<file path="config.mk">
export PLATFORM = sky130hd
export DESIGN_NAME = tmr16_timer
export DESIGN_NICKNAME = d
export VERILOG_FILES = /design/src/verilog/tmr16_pkg.sv /design/src/verilog/tmr16_timer.sv /design/src/verilog/tmr16_sync.sv
export SDC_FILE = /design/constraint.sdc
export NUM_CORES = 1
export LEC_CHECK = 0
export BUFFER_PORTS_ARGS = -buffer_cell sky130_fd_sc_hd__buf_2
export CAP_MARGIN = 10
export CORE_UTILIZATION = 35
export DETAILED_ROUTE_END_ITERATION = 10
export GPL_ROUTABILITY_DRIVEN = 0
export PLACE_DENSITY = 0.61
export RECOVER_POWER = 25
export SLEW_MARGIN = 20
export SYNTH_ARGS = -nofsm -noshare
export SYNTH_HDL_FRONTEND = slang
export SYNTH_HIERARCHICAL = 1
export SYNTH_SLANG_ARGS = --single-unit
</file>
<file path="constraint.sdc">
create_clock -name clk_i -period 2.4 [get_ports clk_i]
set_input_delay 0.48 -clock clk_i [delete_from_list [all_inputs] [get_ports clk_i]]
set_output_delay 0.48 -clock clk_i [all_outputs]
set_load 0.05 [all_outputs]
</file>
<file path="src/verilog/tmr16_pkg.sv">
// Package of register map, field positions and reset values for the 16-bit event-reset timer
package tmr16_pkg;

  // ----------------------------------------------------------------
  // Register offsets
  // ----------------------------------------------------------------
  localparam logic [7:0] TMR16_OFF_CTRL      = 8'h10;
  localparam logic [7:0] TMR16_OFF_CNT_LOW   = 8'h0E;
  localparam logic [7:0] TMR16_OFF_CNT_HIGH  = 8'h0F;
  localparam logic [7:0] TMR16_OFF_CMP_LOW   = 8'h15;
  localparam logic [7:0] TMR16_OFF_CMP_HIGH  = 8'h16;
  localparam logic [7:0] TMR16_OFF_CMP_MODE  = 8'h17;
  localparam logic [7:0] TMR16_OFF_IRQ_STAT  = 8'h0C;
  localparam logic [7:0] TMR16_OFF_IRQ_EN    = 8'h8C;
  localparam logic [7:0] TMR16_OFF_IRQ_CLR   = 8'h8D;

  // ----------------------------------------------------------------
  // Control register fields
  // ----------------------------------------------------------------
  localparam int TMR16_BIT_RUN_EN     = 0;
  localparam int TMR16_BIT_SRC_SEL    = 1;
  localparam int TMR16_BIT_SYNC_BYP   = 2;
  localparam int TMR16_BIT_OSC_EN     = 3;
  localparam int TMR16_BIT_PRE_LO     = 4;
  localparam int TMR16_BIT_SYSCLK_ST  = 6;
  localparam logic [7:0] TMR16_CTRL_RESET  = 8'h00;
  localparam logic [7:0] TMR16_CTRL_WMASK  = 8'h3F;

  // ----------------------------------------------------------------
  // Interrupt status bits and compare mode
  // ----------------------------------------------------------------
  localparam int TMR16_IRQ_OVF        = 0;
  localparam int TMR16_IRQ_EVT        = 1;
  localparam logic [1:0] TMR16_IRQ_MASK   = 2'h3;
  localparam logic [3:0] TMR16_MODE_SPECIAL = 4'hB;
  localparam logic [15:0] TMR16_CNT_MAX   = 16'hFFFF;

  // Prescale codes
  typedef enum logic [1:0]
  {
    TMR16_DIV1 = 2'h0,
    TMR16_DIV2 = 2'h1,
    TMR16_DIV4 = 2'h2,
    TMR16_DIV8 = 2'h3
  } tmr16_pre_type;

  // Register bus request
  typedef struct packed
  {
    logic [7:0] addr;
    logic [7:0] wdata;
    logic       wr;
    logic       rd;
  } tmr16_bus_type;

endpackage : tmr16_pkg

</file>
<file path="src/verilog/tmr16_timer.sv">
// 16-bit timer with prescaler, external count input and compare event reset
//
// Decided for this implementation: the strobed register port.
`timescale 1ns/1ns
// How it works
// - Bit 6 shows system clock from osc
// - Bits 5-4 prescale by 1,2,4,8
// - Bit 3 enables oscillator, else powered off
// - Bit 2 bypasses external input synchroniser
// - Bit 1 selects external pin edges
// - Bit 0 runs timer; bit 7 reads zero
// - Mode 1011 match clears timer, starts conversion
// - Event clear never sets overflow flag
// - Counter write beats simultaneous event clear
// - Compare pair acts as period
// - Counter bytes survive every reset
// - Control cleared to 00h on reset
// - Counter byte write clears prescaler
// - Sixteen-bit counter counts prescaled ticks
// - Overflow sets flag, enabled raises interrupt
module tmr16_timer
#(
  parameter int CNT_W = 16
)
(
  input  wire logic       clk_i,
  input  wire logic       rst_i,
  input  wire logic [7:0] addr_i,
  input  wire logic [7:0] wdata_i,
  input  wire logic       wr_i,
  input  wire logic       rd_i,
  output logic      [7:0] rdata_o,
  input  wire logic       ext_count_pin_i,
  input  wire logic       sysclk_from_osc_i,
  output logic            osc_enable_o,
  output logic            adc_start_o,
  output logic            irq_o
);

  tmr16_pkg::tmr16_bus_type bus;
  logic [7:0]       ctrl_r;
  logic [CNT_W-1:0] cnt_r;
  logic [CNT_W-1:0] cmp_r;
  logic [3:0]       mode_r;
  logic [2:0]       pre_r;
  logic [1:0]       stat_r;
  logic [1:0]       en_r;
  logic             ext_sync;
  logic             ext_raw_r;
  logic             ext_prev_r;
  logic             ext_level;
  logic             tick_in;
  logic             tick;
  logic             cnt_wr;
  logic             evt;
  logic             ovf;
  logic             status_bit;

  assign bus = '{addr: addr_i, wdata: wdata_i, wr: wr_i, rd: rd_i};

  // ----------------------------------------------------------------
  // External count input
  // ----------------------------------------------------------------
  tmr16_sync u_sync
  (
    .clk_i (clk_i),
    .rst_i (rst_i),
    .d_i   (ext_count_pin_i),
    .q_o   (ext_sync)
  );

  // Single sampled copy for the bypass path; still one flop so edges stay clean
  always_ff @(posedge clk_i or posedge rst_i)
  begin
    if (rst_i)
      ext_raw_r <= 1'b0;
    else
      ext_raw_r <= ext_count_pin_i;
  end

  // Bypass trades metastability protection for one less stage of delay
  assign ext_level = ctrl_r[tmr16_pkg::TMR16_BIT_SYNC_BYP] ? ext_raw_r : ext_sync;

  always_ff @(posedge clk_i or posedge rst_i)
  begin
    if (rst_i)
      ext_prev_r <= 1'b0;
    else
      ext_prev_r <= ext_level;
  end

  // Source select: pin rising edge or every system clock as instruction clock
  assign tick_in = ctrl_r[tmr16_pkg::TMR16_BIT_SRC_SEL] ? (ext_level & ~ext_prev_r)
                                                        : 1'b1;

  // ----------------------------------------------------------------
  // Prescaler
  // ----------------------------------------------------------------
  assign cnt_wr = bus.wr & ((bus.addr == tmr16_pkg::TMR16_OFF_CNT_LOW) |
                            (bus.addr == tmr16_pkg::TMR16_OFF_CNT_HIGH));

  // Prescaler count cleared by counter writes
  always_ff @(posedge clk_i or posedge rst_i)
  begin
    if (rst_i)
      pre_r <= 3'h0;
    else if (cnt_wr)
      pre_r <= 3'h0;
    else if (ctrl_r[tmr16_pkg::TMR16_BIT_RUN_EN] & tick_in)
      pre_r <= pre_r + 3'h1;
  end

  // Terminal count per prescale code
  always_comb
  begin
    unique case (tmr16_pkg::tmr16_pre_type'(ctrl_r[tmr16_pkg::TMR16_BIT_PRE_LO +: 2]))
      tmr16_pkg::TMR16_DIV1: tick = tick_in;
      tmr16_pkg::TMR16_DIV2: tick = tick_in & (pre_r[0] == 1'b1);
      tmr16_pkg::TMR16_DIV4: tick = tick_in & (pre_r[1:0] == 2'h3);
      tmr16_pkg::TMR16_DIV8: tick = tick_in & (pre_r == 3'h7);
    endcase
  end

  // ----------------------------------------------------------------
  // Counter
  // ----------------------------------------------------------------
  // Event is a compare match in special mode; period is the compare pair
  assign evt = (mode_r == tmr16_pkg::TMR16_MODE_SPECIAL) & (cnt_r == cmp_r);
  assign ovf = ctrl_r[tmr16_pkg::TMR16_BIT_RUN_EN] & tick & (cnt_r == tmr16_pkg::TMR16_CNT_MAX);

  // No reset branch: contents survive every reset
  always_ff @(posedge clk_i)
  begin
    if (bus.wr & (bus.addr == tmr16_pkg::TMR16_OFF_CNT_LOW))
      cnt_r[7:0] <= bus.wdata;
    else if (bus.wr & (bus.addr == tmr16_pkg::TMR16_OFF_CNT_HIGH))
      cnt_r[15:8] <= bus.wdata;
    else if (evt)
      cnt_r <= '0;
    else if (ctrl_r[tmr16_pkg::TMR16_BIT_RUN_EN] & tick)
      cnt_r <= cnt_r + 16'h0001;
  end

  // ----------------------------------------------------------------
  // Registers
  // ----------------------------------------------------------------
  // Control register
  always_ff @(posedge clk_i or posedge rst_i)
  begin
    if (rst_i)
      ctrl_r <= tmr16_pkg::TMR16_CTRL_RESET;
    else if (bus.wr & (bus.addr == tmr16_pkg::TMR16_OFF_CTRL))
      ctrl_r <= bus.wdata & tmr16_pkg::TMR16_CTRL_WMASK;
  end

  // Compare value and mode
  always_ff @(posedge clk_i or posedge rst_i)
  begin
    if (rst_i)
    begin
      cmp_r  <= '0;
      mode_r <= 4'h0;
    end
    else if (bus.wr)
    begin
      if (bus.addr == tmr16_pkg::TMR16_OFF_CMP_LOW)
        cmp_r[7:0] <= bus.wdata;
      if (bus.addr == tmr16_pkg::TMR16_OFF_CMP_HIGH)
        cmp_r[15:8] <= bus.wdata;
      if (bus.addr == tmr16_pkg::TMR16_OFF_CMP_MODE)
        mode_r <= bus.wdata[3:0];
    end
  end

  // ----------------------------------------------------------------
  // Interrupts
  // ----------------------------------------------------------------
  // Sticky status; a new event beats a same-cycle clear
  always_ff @(posedge clk_i or posedge rst_i)
  begin
    if (rst_i)
      stat_r <= 2'h0;
    else
    begin
      stat_r[tmr16_pkg::TMR16_IRQ_OVF] <= (ovf & ~cnt_wr & ~evt) |
        (stat_r[tmr16_pkg::TMR16_IRQ_OVF] &
         ~(bus.wr & (bus.addr == tmr16_pkg::TMR16_OFF_IRQ_CLR) & bus.wdata[tmr16_pkg::TMR16_IRQ_OVF]));
      stat_r[tmr16_pkg::TMR16_IRQ_EVT] <= evt |
        (stat_r[tmr16_pkg::TMR16_IRQ_EVT] &
         ~(bus.wr & (bus.addr == tmr16_pkg::TMR16_OFF_IRQ_CLR) & bus.wdata[tmr16_pkg::TMR16_IRQ_EVT]));
    end
  end

  // Enable register
  always_ff @(posedge clk_i or posedge rst_i)
  begin
    if (rst_i)
      en_r <= 2'h0;
    else if (bus.wr & (bus.addr == tmr16_pkg::TMR16_OFF_IRQ_EN))
      en_r <= bus.wdata[1:0] & tmr16_pkg::TMR16_IRQ_MASK;
  end

  assign irq_o = |(stat_r & en_r);

  // ----------------------------------------------------------------
  // Outputs and read path
  // ----------------------------------------------------------------
  // Oscillator inverter powered only while enabled
  assign osc_enable_o = ctrl_r[tmr16_pkg::TMR16_BIT_OSC_EN];

  // Conversion start pulse follows each special event not under a counter write by one cycle
  always_ff @(posedge clk_i or posedge rst_i)
  begin
    if (rst_i)
      adc_start_o <= 1'b0;
    else
      adc_start_o <= evt & ~cnt_wr;
  end

  // Pin status passes the synchroniser; it comes from another domain
  tmr16_sync u_stat_sync
  (
    .clk_i (clk_i),
    .rst_i (rst_i),
    .d_i   (sysclk_from_osc_i),
    .q_o   (status_bit)
  );

  // Read data one cycle after strobe; unmapped reads return zero
  always_ff @(posedge clk_i or posedge rst_i)
  begin
    if (rst_i)
      rdata_o <= 8'h00;
    else if (bus.rd)
    begin
      unique case (bus.addr)
        tmr16_pkg::TMR16_OFF_CTRL:
          rdata_o <= {1'b0, status_bit, ctrl_r[5:0]};
        tmr16_pkg::TMR16_OFF_CNT_LOW:  rdata_o <= cnt_r[7:0];
        tmr16_pkg::TMR16_OFF_CNT_HIGH: rdata_o <= cnt_r[15:8];
        tmr16_pkg::TMR16_OFF_CMP_LOW:  rdata_o <= cmp_r[7:0];
        tmr16_pkg::TMR16_OFF_CMP_HIGH: rdata_o <= cmp_r[15:8];
        tmr16_pkg::TMR16_OFF_CMP_MODE: rdata_o <= {4'h0, mode_r};
        tmr16_pkg::TMR16_OFF_IRQ_STAT: rdata_o <= {6'h00, stat_r};
        tmr16_pkg::TMR16_OFF_IRQ_EN:   rdata_o <= {6'h00, en_r};
        default:                       rdata_o <= 8'h00;
      endcase
    end
    else
      rdata_o <= 8'h00;
  end

endmodule : tmr16_timer

</file>
<file path="src/verilog/tmr16_sync.sv">
// Two-flop synchroniser for one pin level
`timescale 1ns/1ns
module tmr16_sync
(
  input  wire logic clk_i,
  input  wire logic rst_i,
  input  wire logic d_i,
  output logic      q_o
);

  logic meta_r;

  // ----------------------------------------------------------------
  // Synchroniser chain
  // ----------------------------------------------------------------
  // First stage feeds only the second
  always_ff @(posedge clk_i or posedge rst_i)
  begin
    if (rst_i)
    begin
      meta_r <= 1'b0;
      q_o    <= 1'b0;
    end
    else
    begin
      meta_r <= d_i;
      q_o    <= meta_r;
    end
  end

endmodule : tmr16_sync

</file>
Word-level counts from Yosys, hierarchy flattened

Index checks and enable logic that the tools add are counted.

Register bits after elaboration: 63
Bits of input ports: 22
Logic and storage cells: 89

$add $sub $neg: 2
Equal/unequal tests: 18
Multiplexer cells: 12
Bitwise gates (word level): 31
Reductions and logical operators: 10

Operators with widths:

| operator              | count |
|---|---|
| $pmux 8 s8            | 1 |
| $eq 8x5->1 const B    | 4 |
| $mux 16               | 2 |
| $mux 8                | 4 |
| $eq 8x4->1 const B    | 3 |
| $and 1x1->1           | 21 |
| $add 16x1->16 const B | 1 |
| $eq 16x16->1          | 1 |
| $eq 16x16->1 const B  | 1 |
| $eq 8x8->1 const B    | 2 |
| $reduce_and 2->1      | 5 |
| $eq 2x2->1 const B    | 3 |
| $mux 3                | 2 |
| $not 1->1             | 6 |
| $reduce_bool 3->1     | 2 |
| $eq 4x4->1 const B    | 1 |
| $pmux 1 s4            | 1 |
| $add 3x1->3 const B   | 1 |
| $eq 3x3->1 const B    | 1 |
| $or 1x1->1            | 3 |
| $and 2x2->2           | 1 |
| $eq 2x1->1 const B    | 1 |
| $logic_not 2->1       | 1 |
| $mux 1                | 2 |
| 3 further kinds       | 3 |

Longest topological paths before layout

Gate-level depths: netlist of run 1.

Word-level depth: 10
Depth in mapped cells: 7

Modules after synthesis

The synthesis of run 1 kept the hierarchy.

By module, submodules not included:

| module      | instances | cells an instance | area an instance (um2) | seq. area each (um2) |
|---|---|---|---|---|
| tmr16_timer | 1         | 316               | 3500.9                 | 1581.5 |
| tmr16_sync  | 2         | 3                 | 53.8                   | 50.0 |

Worst setup path after synthesis of run 1

No wires, ideal clock.

Path kind: input -> register
From: input port addr_i[5]
To: register cnt_r[10] (enable)
Library setup time: 0.370 ns
Arrival: 1.882 ns
Path slack: 0.148 ns
Cell stages on the path: 6
Buffers on the path: 1
Cell sequence: or2_2 nor4_4 and2_1 buf_4 a211oi_1 nor2_1

Longest elaborated chain between the ends: 4
Elaborated cells between the ends (all ways): 7
Classes of those cells: 2 x eq/ne; 3 x bitwise; 2 x reduce/logical

RTL lines:

| what                                                                   | RTL line                               | RTL |
|---|---|---|
| start: declaration                                                     | tmr16_timer.sv:28                      | `input wire logic [7:0] addr_i,` |
| $eq 8x4->1, on equally long branches                                   | tmr16_timer.sv:136, tmr16_timer.sv:134 |  |
| $and 1x1->1, on equally long branches                                  | tmr16_timer.sv:136, tmr16_timer.sv:134 |  |
| $reduce_bool 3->1 (no source line) / $not 1->1 (equally long branches) | --                                     |  |
| $reduce_and 2->1 (no source line) *                                    | --                                     |  |
| end signal: assignment                                                 | tmr16_timer.sv:137                     | `cnt_r[15:8] <= bus.wdata;` |
| end signal: assignment                                                 | tmr16_timer.sv:141                     | `cnt_r <= cnt_r + 16'h0001;` |
| end: declaration                                                       | tmr16_timer.sv:42                      | `logic [CNT_W-1:0] cnt_r;` |

Mark *: on every way between the ends. The rest lies on a longest branch, timed or not.
A chain may end at the register's enable or synchronous reset.

Worst setup path after layout of run 1

From: register cnt_r[0]
To: register cnt_r[11], data pin

Longest elaborated chain between the ends: 4
Elaborated cells between the ends (all ways): 6
Classes of those cells: 1 x add/sub; 1 x eq/ne; 3 x mux; 1 x bitwise

RTL lines:

| what                                                 | RTL line                               | RTL |
|---|---|---|
| start signal: assignment                             | tmr16_timer.sv:135                     | `cnt_r[7:0] <= bus.wdata;` |
| start signal: assignment                             | tmr16_timer.sv:141                     |  |
| $add 16x1->16 / $eq 16x16->1 (equally long branches) | tmr16_timer.sv:141, tmr16_timer.sv:128 |  |
| $mux 16 / $and 1x1->1 (equally long branches)        | tmr16_timer.sv:140, tmr16_timer.sv:128 |  |
| $mux 16 *                                            | tmr16_timer.sv:138                     | `else if (evt)` |
| $mux 8 *                                             | tmr16_timer.sv:136                     | `else if (bus.wr & (bus.addr == tmr16_pkg::TMR16_OFF_CNT_HIGH))` |

Mark *: on every way between the ends. The rest lies on a longest branch, timed or not. The select of a mux whose other input is x is not followed.

==> impl_metrics.ini, run 1 <==
[status]
status = finished clean

[timing]
relSlewSlack = 0.269
whs_ns = 0.224
maxSlewViolCount = 0
finClkSkew_ns = 0.0108
worstMarginPinSlew_ns = 1.10
max_freq_mhz = 466
finalSetupViolations = 0
period_share = 0.893
period_needed_ns = 2.14
finalHoldViolCount = 0
setup_tns_ns = 0
layout_setup_ws_ns = 0.256
rsz0062_at_grt = false

[detailed_routing]
drtAntennaViolNets = 0
drt_iter0_drc = 184
vias = 2810
drc_errors = 0
drt-wirelength-per-cell_um = 18.5
post_drt_via_cell_ratio = 5.47
wirelength_mm = 9.50
first_pass_iters = 4

[cts]
cts.reportedPaths.clkPinSlew_ns = 0.08
insertion_delay_ns = 0.36
ctsHtreeMaxLevel = 3
clkSinkCount = 64
cts_buffers = 9
cts_root_buf = clkbuf_8
clk_path_buf_depth = 2
post-cts-setup-buffers = 0
cts_tree = yes

[layout]
finish.utilization = 0.431
register_area_um2 = 1680
nets = 401
final_cells = 514
syn_to_final_growth_pct = 17.9
drive_gt1_frac = 0.315
multi_input_area_um2 = 1820
fillCellCount = 932
antenna_cells = 0

[global_routing]
grt.total_usage = 0.188
grt_max_degree = 45
grt_overflow_total = 0
antenna_found_initial = 0
grt_pass1_vias = 2722
grt_pass1_wl_mm = 15.2
grt_use_met1 = 0.254
met2_usage = 0.285
grt-busiest-layer = met2
gr-usage-met3 = 0.0352

[pwr]
irDropWorstVdd_mv = 0.300
power.leakage_uw = 0.00182
power_density_nw_per_um2 = 606

[setup_path]
end_kind = register
crit_fanout = 16
rrSetupSlack_ns = 0.26
worstSetupPathType = reg -> reg
cp-start-kind = register
cp.arrival_ns = 2.22
cp_data_required_time_ns = 2.48
r2r_cells = 5

[placed_design]
place_inst = 497
dp_slack_ns = 0.282
io_buffer_count = 32
dp_hpwl_mm = 7.20

[synth]
synth_top_area_share = 0.333
seq_area_frac_synth = 0.466
yosys_warnings = 6
synthArstFlopShare = 0.750
syn_area_um2 = 3610
synthFlopType = dfrtp_1
synth_most_common_cell = dfrtp_1
synthesis.nets = 347
synth.distinct_cells = 57
syn_area_per_cell_um2 = 11.2
synth_seq_cells = 64
yosysTopAreaCell = dfrtp_1
synth_top_cells_by_count = 48 x dfrtp_1, 35 x mux2_2, 29 x nand2_1
synthCells = 322
synth_edf_count = 16
netlist_top_cells_area = dfrtp_1 33%, edfxtp_1 13%, mux2_2 11%

[floorplan]
start_util = 0.366
core_area_um2 = 9860
io_pins = 33
rows = 36
die_y_um = 104
chipWidth_um = 104
die-area_um2 = 10700

[min_path]
hold_depth = 1
hp-class = in -> reg

[flow_run]
drv_cap = 0
## path summary, 6_finish.rpt
kind                                           endpoint                    start
setup / recovery                    cnt_r[11]$_DFFE_PP_       cnt_r[0]$_DFFE_PP_
hold / removal             u_stat_sync/meta_r$_DFF_PP0_        sysclk_from_osc_i
setup reg to reg                    cnt_r[11]$_DFFE_PP_       cnt_r[0]$_DFFE_PP_
hold reg to reg                    u_sync/q_o$_DFF_PP0_  u_sync/meta_r$_DFF_PP0_
max in group asynchronous          cmp_r[6]$_DFFE_PP0P_                    rst_i
min in group asynchronous  u_stat_sync/meta_r$_DFF_PP0_                    rst_i
## area by class of cell
class	count	share of cell area
Inverter	8	0.00706
Clock inverter	7	0.0238
Tap cell	133	0.0391
Timing Repair Buffer	55	0.0777
Multi-Input combinational cell	238	0.428
Clock buffer	9	0.0291
Sequential cell	64	0.395
## cells by family (layout without fill, tap and decap cells)
| family | Yosys count | in the layout | share of synthesized area |
|---|---|---|---|
| muxes | 43 | 43 | 0.131 |
| AOI/OAI and AO/OA | 51 | 51 | 0.107 |
| DFF | 64 | 64 | 0.466 |
| xor gates and xnor gates | 31 | 31 | 0.0752 |
| and+or+nand+nor | 110 | 110 | 0.180 |
| adders and majority gates | 3 | 3 | 0.0104 |
| buffers and inverters | 20 | 79 | 0.0298 |
## where the power goes
part / switching, uW / internal, uW
combinational: 164 / 125
sequential: 57.3 / 1180
clock: 457 / 595
## timing repair
item / in CTS / in global routing
gates resized for setup: 0 / 0
hold endpoints to repair: 4 / 0
hold buffers: 1 / 0
## registers in the layout, indices dropped and copies added, names as in the netlist
register            cells
cmp_r                  16
cnt_r                  16
rdata_o                 8
ctrl_r                  6
mode_r                  4
pre_r                   3
en_r                    2
stat_r                  2
adc_start_o             1
ext_prev_r              1
ext_raw_r               1
u_stat_sync/meta_r      1
u_stat_sync/q_o         1
u_sync/meta_r           1
u_sync/q_o              1
## placed cells by master (no fill, tap or decap), types with 3 or more instances in the layout
cell type  netlist  routed
xor2_1          22      22
nor2_1          19      19
mux2i_1          8       8
buf_4            3      21
o31ai_1         14      14
o22ai_1          4       4
nor3_4           3       3
edfxtp_1        16      16
buf_2            5      30
nor3_1           6       6
nand3b_1         3       3
inv_1            8       7
a22o_1           3       3
a31oi_1          3       3
ha_1             3       3
mux2_2          35      34
dfrtp_1         48      48
nand4_1          4       4
nand2_1         29      29
a221oi_1         3       3
a22oi_1          7       7
nand2b_1         3       3
nor2b_1          3       3
and3_2           3       3
clkbuf_8         0       9
a211oi_1         4       4
nor4_1           6       6
xnor2_1          9       9
nand3_1         10      10
## worst max-delay path, stage by stage (launching register included)
cell and delay [ns]:
edfxtp_1 0.52, xor2_1 0.20, nor4_1 0.29, nand4_1 0.26, nor2_4 0.41, o31ai_1 0.18
## per-stage QoR
step / total power [uW] / area (um2)
floorplan: 1430 / 3610
global placement: 1540 / 4020
detailed placement: 1550 / 4020
CTS: 2610 / 4260
global route: 2700 / 4250
finish: 2580 / 4250
## routing by layer
layer | up-vias | share of wire
met5 | - | 0
met3 | 30 | 0.039
li1 | 1306 | -
met1 | 1389 | 0.47
met4 | 0 | 0.037
met2 | 85 | 0.45
Note: power is estimated with default switching activity, not from simulation.
==> run 2: changes to the inputs <==
--- a/config.mk
+++ b/config.mk
@@ -5,7 +5,7 @@
 export SDC_FILE = /design/constraint.sdc
 export NUM_CORES = 1
 export LEC_CHECK = 0
-export BUFFER_PORTS_ARGS = -buffer_cell sky130_fd_sc_hd__buf_2
+export BUFFER_PORTS_ARGS = -buffer_cell sky130_fd_sc_hd__buf_4
 export CAP_MARGIN = 10
 export CORE_UTILIZATION = 35
 export DETAILED_ROUTE_END_ITERATION = 10
==> run 2 against run 1 <==
Net effect: sequential power hardly changed; utilization fell by 0.13 points; register-to-register slack better by 0.06 ns; critical path type unchanged; first-iteration DRC count is 20% lower; combinational power hardly changed; die area stayed put; highest routed layer unchanged; cell count shrank 1.9%; critical endpoint is now cnt_r[4]$_DFFE_PP_; setup slack better by 0.063 ns; via count shrank 1.5%; maximum frequency is 3.0% higher; critical path depth rose by 3.
==> impl_metrics.ini, run 2 (synthesis gave the netlist of run 1 again) <==
[status]
status = finished clean

[timing]
worstMarginPinSlew_ns = 1.11
setup_tns_ns = 0
finalSetupViolations = 0
whs_ns = 0.255
max_freq_mhz = 481
maxSlewViolCount = 0
relSlewSlack = 0.261
rsz0062_at_grt = false
period_needed_ns = 2.08
period_share = 0.867
finalHoldViolCount = 0
finClkSkew_ns = 0.0146

[cts]
insertion_delay_ns = 0.35
cts.reportedPaths.clkPinSlew_ns = 0.08
ctsHtreeMaxLevel = 3
clk_path_buf_depth = 2
cts_root_buf = clkbuf_8
cts_buffers = 9
cts_tree = yes
clkSinkCount = 64

[pwr]
internal_power_uw = 1760
pwr-share-seq = 0.507
p_sw_frac = 0.281
irDropWorstVdd_mv = 0.242
power_switching_uw = 687
power.leakage_uw = 0.00177
power.total_uw = 2440
p_comb_frac = 0.119
p_clk_frac = 0.374
power_density_nw_per_um2 = 576

[floorplan]
rows = 36
start_util = 0.366
core_area_um2 = 9860
die_y_um = 104
die-area_um2 = 10700
chipWidth_um = 104
io_pins = 33

[global_routing]
antenna_found_initial = 0
grt.total_usage = 0.181
grt_overflow_total = 0
grt_max_degree = 45
grt_pass1_wl_mm = 14.7
grt_pass1_vias = 2706

[layout]
syn_to_final_growth_pct = 17.5
drive_gt1_frac = 0.299
fillCellCount = 928
stdcell_area_um2 = 4240
register_area_um2 = 1680
final_common_cell = dfrtp_1
reg_top3 = cmp_r x16, cnt_r x16, rdata_o x8
final_cells = 504
antenna_cells = 0
multi_input_area_um2 = 1820
nets = 391
layout_common_cells = 48 x dfrtp_1, 39 x buf_4, 34 x mux2_2

[detailed_routing]
drt-wirelength-per-cell_um = 18.5
drt_iter0_drc = 147
drtAntennaViolNets = 0
vias = 2768
drc_errors = 0
wirelength_mm = 9.34
first_pass_iters = 4
post_drt_via_cell_ratio = 5.49

[setup_path]
crit_fanout = 8
end_kind = register
worstSetupPathType = reg -> reg
cp-start-kind = register
cp.arrival_ns = 2.13
cp_data_required_time_ns = 2.44

[flow_run]
drv_cap = 0

[min_path]
hp-class = in -> reg

[placed_design]
placed_area_um2 = 4040
place_inst = 487
dp_hpwl_mm = 7.03
io_buffer_count = 32
[run 2: critical path: stages, from the launching register on]
cell,delay [ns]
dfrtp_1,0.40
ha_1,0.18
ha_1,0.14
mux2i_1,0.06
a21o_1,0.19
nor3b_1,0.37
a211oi_1,0.11
nor2_1,0.12
buf_4,0.19
[run 2: final cells by class]
type | instances | area share
tap | 133 | 0.0392
clock inverter | 6 | 0.0112
clock buffer | 10 | 0.0351
multi-input combinational | 238 | 0.429
inverter | 8 | 0.00708
sequential | 64 | 0.397
timing repair buffer | 45 | 0.0817
[run 2: layer usage]
metal / part of all wire / up-vias / GRT usage
li1: - / 1280 / -
met1: 0.45 / 1363 / 0.254
met2: 0.45 / 101 / 0.266
met3: 0.069 / 24 / 0.0403
met4: 0.032 / 0 / 0.0828
met5: 0 / - / 0
[run 2: power groups by stage]
stage | combinational [uW] | sequential, uW | clock, uW
4_1_cts | 294 | 1240 | 933
3_3_place_gp | 283 | 1260 | 0
3_5_place_dp | 291 | 1260 | 0
6_report | 290 | 1240 | 914
5_1_grt | 324 | 1250 | 987
2_1_floorplan | 191 | 1240 | 0
[run 2: timing repair]
| action | in CTS | in global routing |
|---|---|---|
| hold buffers | 1 | 0 |
| gates resized for setup | 0 | 0 |
| endpoints found under the hold margin | 4 | 0 |
| buffers inserted | 0 | 0 |
[run 2: worst paths after layout]
kind                                                   start                      endpoint  slack [ns]  cells past startpoint
worst max-delay path                    pre_r[0]$_DFFE_PP0P_            cnt_r[4]$_DFFE_PP_        0.32                      8
worst min-delay path                       sysclk_from_osc_i  u_stat_sync/meta_r$_DFF_PP0_        0.26                      1
worst max register to register          pre_r[0]$_DFFE_PP0P_            cnt_r[4]$_DFFE_PP_        0.32                      8
worst min register to register  u_stat_sync/meta_r$_DFF_PP0_     u_stat_sync/q_o$_DFF_PP0_        0.36                      0
max in group asynchronous                              rst_i           en_r[0]$_DFFE_PP0P_        0.69                      4
min in group asynchronous                              rst_i  u_stat_sync/meta_r$_DFF_PP0_        0.52                      3
[run 2: through the flow]
| step | setup slack, ns | util |
|---|---|---|
| 6_report | 0.319 | 0.430 |
| 3_3_place_gp | 0.325 | 0.410 |
| 2_1_floorplan | 0.148 | - |
| 3_5_place_dp | 0.317 | 0.410 |
| 4_1_cts | 0.298 | 0.430 |
| 5_1_grt | 0.214 | 0.430 |
